<file path="src/cwcs_pkg.sv">
package cwcs_pkg;

   // Positions inside the configuration word.
   localparam int OSC_SEL_LSB   = 0;
   localparam int OSC_SEL_W     = 3;
   localparam int FAIL_SAFE_BIT = 3;
   localparam int SWITCH_BIT    = 4;
   localparam int BROWNOUT_BIT  = 5;
   localparam int POWERUP_BIT   = 6;
   localparam int PROTECT_BIT   = 7;
   localparam int CFG_W         = 8;

   // Oscillator selection codes.
   localparam logic [2:0] SEL_EXT_CLOCK_HIGH_POWER   = 3'h7;
   localparam logic [2:0] SEL_EXT_CLOCK_MEDIUM_POWER = 3'h6;
   localparam logic [2:0] SEL_EXT_CLOCK_LOW_POWER    = 3'h5;
   localparam logic [2:0] SEL_INTERNAL_OSCILLATOR    = 3'h4;
   localparam logic [2:0] SEL_EXTERNAL_RC_MODE       = 3'h3;
   localparam logic [2:0] SEL_HIGH_SPEED_CRYSTAL     = 3'h2;
   localparam logic [2:0] SEL_STANDARD_CRYSTAL       = 3'h1;
   localparam logic [2:0] SEL_LOW_POWER_CRYSTAL      = 3'h0;

   // One-hot clock source, one bit per mode.
   localparam logic [7:0] SRC_RESET = 8'h00;

   // Power level codes for external clock and crystal drive.
   localparam logic [1:0] PWR_LOW    = 2'h0;
   localparam logic [1:0] PWR_MEDIUM = 2'h1;
   localparam logic [1:0] PWR_HIGH   = 2'h2;

   localparam logic [CFG_W-1:0] CFG_RESET = 8'h00;

   // Reset value of every single-bit flag.
   localparam logic FLAG_RESET = 1'h0;

endpackage

</file>
<file path="src/cwcs_config_word_clock_select.sv">
`timescale 1ns/1ns

////////////////////////////////////////////////////////////////////////////////
// Behaviour
// - Codes 111/110/101 select external clock on input pin, high/medium/low power.
// - Code 100 selects internal oscillator and frees clock input pin for I/O.
// - Code 011 selects external RC network on the clock input pin.
// - Codes 010/001/000 drive crystal across both pins, high-speed/standard/low-power.
// - Fail-safe monitor enabled forces two-speed start-up regardless of switchover bit.
// - Brown-out reset never turns on the power-up timer by itself.
// - Code protection, once set, clears only through a bulk erase or a reset; the capture after reset reloads it.
module cwcs_config_word_clock_select
(
   input  wire logic                      I_CLK,          // System clock.
   input  wire logic                      I_RESETN,       // Async reset, active low.
   input  wire logic [cwcs_pkg::CFG_W-1:0] I_CFG_WORD,    // Nonvolatile configuration word.
   input  wire logic                      I_BULK_ERASE,   // Bulk erase pulse.
   output logic      [7:0]                O_CLK_SRC,      // One-hot clock source.
   output logic      [1:0]                O_POWER_LEVEL,  // Drive or clock power level.
   output logic                           O_CLOCK_INPUT_PIN_GPIO, // Clock input pin free for I/O.
   output logic                           O_OSC_DRIVE_EN, // Crystal amplifier on pin out.
   output logic                           O_FAIL_SAFE_EN, // Fail-safe clock monitor on.
   output logic                           O_TWO_SPEED_EN, // Two-speed start-up on.
   output logic                           O_BROWNOUT_EN,  // Brown-out reset on.
   output logic                           O_POWERUP_EN,   // Power-up timer on.
   output logic                           O_PROTECTED,    // Code protection active.
   output logic                           O_LOADED        // Settings captured.
);

   ////////////////////////////////////////////////////////////////////////////////
   // Capture control. The word is taken on the first edge after reset release, since
   // an async reset may only load constants; until then every output is in its safe state.
   typedef enum logic [1:0]
   {
      LOAD_WAIT = 2'h1,
      LOAD_HOLD = 2'h2
   } cwcs_load_state_type;

   cwcs_load_state_type        load_q;
   cwcs_load_state_type        load_d;
   logic [cwcs_pkg::CFG_W-1:0] cfg_q;
   logic [cwcs_pkg::CFG_W-1:0] cfg_d;
   logic                       prot_q;
   logic                       prot_d;

   always_comb
   begin
      load_d = load_q;
      cfg_d  = cfg_q;
      prot_d = prot_q;
      unique case (load_q)
         LOAD_WAIT:
         begin
            // Capture wins over an erase seen on the same edge, so a part that leaves
            // reset protected cannot be opened by holding erase through the release.
            load_d = LOAD_HOLD;
            cfg_d  = I_CFG_WORD;
            prot_d = I_CFG_WORD[cwcs_pkg::PROTECT_BIT];
         end
         LOAD_HOLD:
         begin
            if (I_BULK_ERASE)
            begin
               prot_d = 1'h0;
            end
         end
         default:
         begin
            // An upset code keeps the held settings rather than reading the word
            // again, so a glitch can neither change the clock nor drop protection.
            load_d = LOAD_HOLD;
         end
      endcase
   end

   always_ff @(posedge I_CLK or negedge I_RESETN)
   begin
      if (!I_RESETN)
      begin
         load_q <= LOAD_WAIT;
         cfg_q  <= cwcs_pkg::CFG_RESET;
         prot_q <= cwcs_pkg::FLAG_RESET;
      end
      else
      begin
         load_q <= load_d;
         cfg_q  <= cfg_d;
         prot_q <= prot_d;
      end
   end

   ////////////////////////////////////////////////////////////////////////////////
   // Clock source and pin use. The decode reads the next word, not the held one, so the
   // registered outputs already show the captured settings after the capture edge.
   logic [2:0] sel;
   logic [7:0] src_d;
   logic [7:0] src_q;
   logic [1:0] pwr_d;
   logic [1:0] pwr_q;
   logic       gpio_d;
   logic       gpio_q;
   logic       drv_d;
   logic       drv_q;

   assign sel = cfg_d[cwcs_pkg::OSC_SEL_LSB +: cwcs_pkg::OSC_SEL_W];

   // One source line per selection code, so exactly one is high for any code.
   for (genvar src_idx = 0; src_idx < 8; src_idx++)
   begin : g_src_bit
      assign src_d[src_idx] = (sel == 3'(src_idx));
   end

   always_comb
   begin
      pwr_d  = cwcs_pkg::PWR_LOW;
      gpio_d = 1'h0;
      drv_d  = 1'h0;
      unique case (sel)
         cwcs_pkg::SEL_EXT_CLOCK_HIGH_POWER:
         begin
            pwr_d = cwcs_pkg::PWR_HIGH;
         end
         cwcs_pkg::SEL_EXT_CLOCK_MEDIUM_POWER:
         begin
            pwr_d = cwcs_pkg::PWR_MEDIUM;
         end
         cwcs_pkg::SEL_EXT_CLOCK_LOW_POWER:
         begin
            pwr_d = cwcs_pkg::PWR_LOW;
         end
         cwcs_pkg::SEL_INTERNAL_OSCILLATOR:
         begin
            // No component sits on the clock input pin here, so it is handed to I/O.
            gpio_d = 1'h1;
         end
         cwcs_pkg::SEL_EXTERNAL_RC_MODE:
         begin
            // The network charges through the pin itself; the amplifier would fight it.
            pwr_d = cwcs_pkg::PWR_LOW;
         end
         cwcs_pkg::SEL_HIGH_SPEED_CRYSTAL:
         begin
            drv_d = 1'h1;
            pwr_d = cwcs_pkg::PWR_HIGH;
         end
         cwcs_pkg::SEL_STANDARD_CRYSTAL:
         begin
            drv_d = 1'h1;
            pwr_d = cwcs_pkg::PWR_MEDIUM;
         end
         cwcs_pkg::SEL_LOW_POWER_CRYSTAL:
         begin
            drv_d = 1'h1;
            pwr_d = cwcs_pkg::PWR_LOW;
         end
      endcase
   end

   always_ff @(posedge I_CLK or negedge I_RESETN)
   begin
      if (!I_RESETN)
      begin
         src_q  <= cwcs_pkg::SRC_RESET;
         pwr_q  <= cwcs_pkg::PWR_LOW;
         gpio_q <= cwcs_pkg::FLAG_RESET;
         drv_q  <= cwcs_pkg::FLAG_RESET;
      end
      else
      begin
         src_q  <= src_d;
         pwr_q  <= pwr_d;
         gpio_q <= gpio_d;
         drv_q  <= drv_d;
      end
   end

   ////////////////////////////////////////////////////////////////////////////////
   // Start-up options. They are decoded from the same next word as the source, so
   // every clock and start-up output changes on the one capture edge and never in between.
   logic fsafe_d;
   logic fsafe_q;
   logic two_d;
   logic two_q;
   logic brown_d;
   logic brown_q;
   logic pwrup_d;
   logic pwrup_q;

   always_comb
   begin
      fsafe_d = cfg_d[cwcs_pkg::FAIL_SAFE_BIT];
      // The monitor must fall back to the internal clock at once if the chosen one
      // never starts, so it forces the two-speed start whatever the switchover bit says.
      two_d   = cfg_d[cwcs_pkg::SWITCH_BIT] | cfg_d[cwcs_pkg::FAIL_SAFE_BIT];
      brown_d = cfg_d[cwcs_pkg::BROWNOUT_BIT];
      // The timer follows its own bit only; brown-out is deliberately not ORed in.
      pwrup_d = cfg_d[cwcs_pkg::POWERUP_BIT];
   end

   always_ff @(posedge I_CLK or negedge I_RESETN)
   begin
      if (!I_RESETN)
      begin
         fsafe_q <= cwcs_pkg::FLAG_RESET;
         two_q   <= cwcs_pkg::FLAG_RESET;
         brown_q <= cwcs_pkg::FLAG_RESET;
         pwrup_q <= cwcs_pkg::FLAG_RESET;
      end
      else
      begin
         fsafe_q <= fsafe_d;
         two_q   <= two_d;
         brown_q <= brown_d;
         pwrup_q <= pwrup_d;
      end
   end

   assign O_CLK_SRC              = src_q;
   assign O_POWER_LEVEL          = pwr_q;
   assign O_CLOCK_INPUT_PIN_GPIO = gpio_q;
   assign O_OSC_DRIVE_EN         = drv_q;
   assign O_FAIL_SAFE_EN         = fsafe_q;
   assign O_TWO_SPEED_EN         = two_q;
   assign O_BROWNOUT_EN          = brown_q;
   assign O_POWERUP_EN           = pwrup_q;
   assign O_PROTECTED            = prot_q;
   // The hold bit of the one-hot code drives the flag straight from its flip-flop.
   assign O_LOADED               = load_q[1];

endmodule

</file>
<file path="config.mk">
export PLATFORM = sky130hd
export DESIGN_NAME = cwcs_config_word_clock_select
export DESIGN_NICKNAME = d
export VERILOG_FILES = /design/src/cwcs_pkg.sv /design/src/cwcs_config_word_clock_select.sv
export SDC_FILE = /design/constraint.sdc
export NUM_CORES = 1
export LEC_CHECK = 0
export ABC_AREA = 1
export ABC_CLOCK_PERIOD_IN_PS = 2400
export BUFFER_PORTS_ARGS = -buffer_cell sky130_fd_sc_hd__buf_4
export CORE_UTILIZATION = 25
export CTS_CLUSTER_SIZE = 16
export DETAILED_ROUTE_END_ITERATION = 8
export GPL_TIMING_DRIVEN = 0
export PLACE_DENSITY = 0.53
export SLEW_MARGIN = 5
export SYNTH_ARGS = -nofsm -noshare
export SYNTH_HDL_FRONTEND = slang
export SYNTH_SLANG_ARGS = --single-unit
</file>
<file path="constraint.sdc">
create_clock -name I_CLK -period 2.4 [get_ports I_CLK]
set_clock_uncertainty 0.15 [all_clocks]
set_input_delay 0.24 -clock I_CLK [delete_from_list [all_inputs] [get_ports I_CLK]]
set_output_delay 0.24 -clock I_CLK [all_outputs]
set_load 0.05 [all_outputs]
</file>
==> results.json <==
{
  "outcome": "complete, no violations",
  "grt_max_degree": 23,
  "crit_arrival_ns": 1.01,
  "rsz0062_at_grt": "no",
  "initial_core_util_pct": 26.7,
  "start_kind": "register",
  "drt-total-wl_um": 1640,
  "seqCellArea_sq_um": 552,
  "finalMaxSlewViolations": 0,
  "synth_cell_types": 18,
  "max_stage_delay_ns": 0.39,
  "fmax_mhz": 713,
  "n_antenna_cell": 0,
  "power_per_cell_area_nw_per_um2": 787,
  "multiInputGateArea_sq_um": 287,
  "globalRouteTotalUtil_pct": 9.76,
  "irDropWorstVdd_mv": 0.185,
  "htreeDepth": 1,
  "grt_pass1_wl_um": 2880,
  "antenna_found_initial": 0,
  "insertion_delay_ns": 0.31,
  "dieArea_sq_um": 3900,
  "maxCapViolations": 0,
  "crit_fanout": 2,
  "synth_nets": 101,
  "area_delta_synth_final_pct": 39.5,
  "hp-class": "in2reg",
  "core_sq_um": 3420,
  "leakage_uw": 0.000703,
  "io_buffers": 28,
  "cts_hold_buf": 4,
  "grt_overflow": 0,
  "period_share_pct": 58.4,
  "io_pins": 29,
  "ys_ff_latch": 22,
  "hold_slack_ns": 0.0195,
  "setup_tns_ns": 0,
  "ys_seq_area_share_pct": 60.4,
  "cts_made_buffers": 3,
  "die_h_um": 62.4,
  "cts.sinks": 22,
  "cts-root-buf": "clkbuf_4",
  "path_class": "reg2out",
  "synthCells": 90,
  "cts_buffer_depth": 2,
  "post_cts_resize_count": 0,
  "fillers": 359,
  "cts_tree": "done",
  "place.detailed.hpwl_um": 1210,
  "gp_congestion": 0.741,
  "crit_required_ns": 2.01,
  "wl_per_cell_um": 9.56,
  "ant_nets": 0,
  "final_nets": 138,
  "synthesis.area_sq_um": 913,
  "setup_viol": 0,
  "vias": 663,
  "period_minus_slack_ns": 1.40,
  "vias_per_cell": 3.85,
  "cpMostUsedCell": "buf_4",
  "yosysWarnings": 0,
  "avgSynthCellArea_sq_um": 10.1,
  "worstPathCellList": "buf_4 > buf_4",
  "drtIter0Drc": 19,
  "core.rowCount": 21,
  "path_clk_slew_ns": 0.12,
  "finalHoldViolCount": 0,
  "cp-end-kind": "output pin",
  "critPathSlowestCell": "dfrtp_1",
  "die_x_um": 62.4,
  "drcViolationCount": 0,
  "grt_pass1_vias": 665,
  "drive_gt1_share_pct": 42.1,
  "postCtsSetupRepairBufs": 0,
  "firstDrtPassIters": 4
}
==> synthesized netlist by cell type <==
cell type / number / area share [%]
o211ai_1: 1 / 0.82
dfstp_2: 1 / 2.9
nand2_4: 5 / 6.2
o21ai_2: 1 / 0.96
nand2_2: 6 / 4.1
nand2_1: 16 / 6.6
conb_1: 2 / 0.82
buf_4: 1 / 0.82
inv_2: 2 / 0.82
inv_1: 13 / 5.3
nand3_2: 3 / 3.3
dfrtp_1: 21 / 58
nand3_1: 7 / 3.8
o21ai_0: 2 / 1.1
nor2_1: 6 / 2.5
nor2_2: 1 / 0.69
a21oi_1: 1 / 0.55
buf_6: 1 / 1.2
==> layout by cell type, fill, tap and decap left out, types with 2 or more instances in the layout <==
cell           Yosys  routed
buf_4              1      29
dfrtp_1           21      21
nand2_1           16      16
inv_1             13      13
nand3_1            7       7
nand2_2            6       6
nor2_1             6       6
nand2_4            5       5
dlygate4sd3_1      0       4
nand3_2            3       3
clkbuf_4           0       3
inv_2              2       2
o21ai_0            2       2
conb_1             2       2
==> sequential cells by signal, summed over array words and instances (netlist names) <==
register,flops
O_PROTECTED,1
cfg_q,7
O_POWER_LEVEL,2
load_q,2
O_CLK_SRC,8
O_OSC_DRIVE_EN,1
O_TWO_SPEED_EN,1
==> per-stage QoR <==
step | power (uW) | cell area (sq um) | std cells | util [%] | setup WS, ns
floorplan | 636 | 913 | 90 | - | 0.856
global route | 1050 | 1270 | 172 | 37.3 | 0.929
global placement | 723 | 1180 | 164 | 34.6 | 1.04
finish | 1000 | 1270 | 172 | 37.3 | 0.998
detailed placement | 727 | 1180 | 164 | 34.6 | 1.03
CTS | 1010 | 1270 | 172 | 37.3 | 0.986
==> layout make-up <==
cell class | instances | share of cell area (%)
inverter | 15 | 4.42
clock buffer | 3 | 1.77
multi-input combinational | 51 | 22.5
buffer | 2 | 1.47
tap | 46 | 4.52
sequential | 22 | 43.3
timing repair buffer | 32 | 19.6
clock inverter | 1 | 2.36
==> critical path, delay by kind of cell, from the launching register on <==
kind,cells,cell delay (ns)
DFF,1,0.39
buffers and inverters,2,0.31
==> power breakdown <==
group,internal (uW),switching (uW)
Sequential,411,16.7
Clock,169,113
Combinational,90.8,202
==> layer usage <==
layer	global-route usage (%)	vias up	routed length [um]
met5	0	-	0
met4	6.98	0	55
met3	2.01	5	60
met2	16.4	16	848
met1	10.9	301	680
li1	-	341	-
==> final timing paths <==
check | from | endpoint | slack (ns) | cells past startpoint
setup / recovery | O_CLK_SRC[4] | O_CLK_SRC[4] | 1.0 | 2
hold / removal | I_CFG_WORD[7] | O_PROTECTED | 0.02 | 3
setup reg to reg | load_q[0] | O_POWER_LEVEL[0] | 1.02 | 6
hold reg to reg | cfg_q[6] | cfg_q[6] | 0.35 | 2
max in group asynchronous | I_RESETN | load_q[0] | 1.63 | 2
min in group asynchronous | I_RESETN | O_POWER_LEVEL[1] | 0.19 | 2
==> cell families (layout without fill, tap and decap cells) <==
group           after synthesis  in the layout  share of synthesized area (%)
flops                        22             22                           60.4
simple gates                 44             44                           27.1
buf+inv                      17             53                           8.22
compound gates                5              5                           3.42
other cells                   2              2                          0.822
Note: power is estimated with default switching activity, not from simulation.
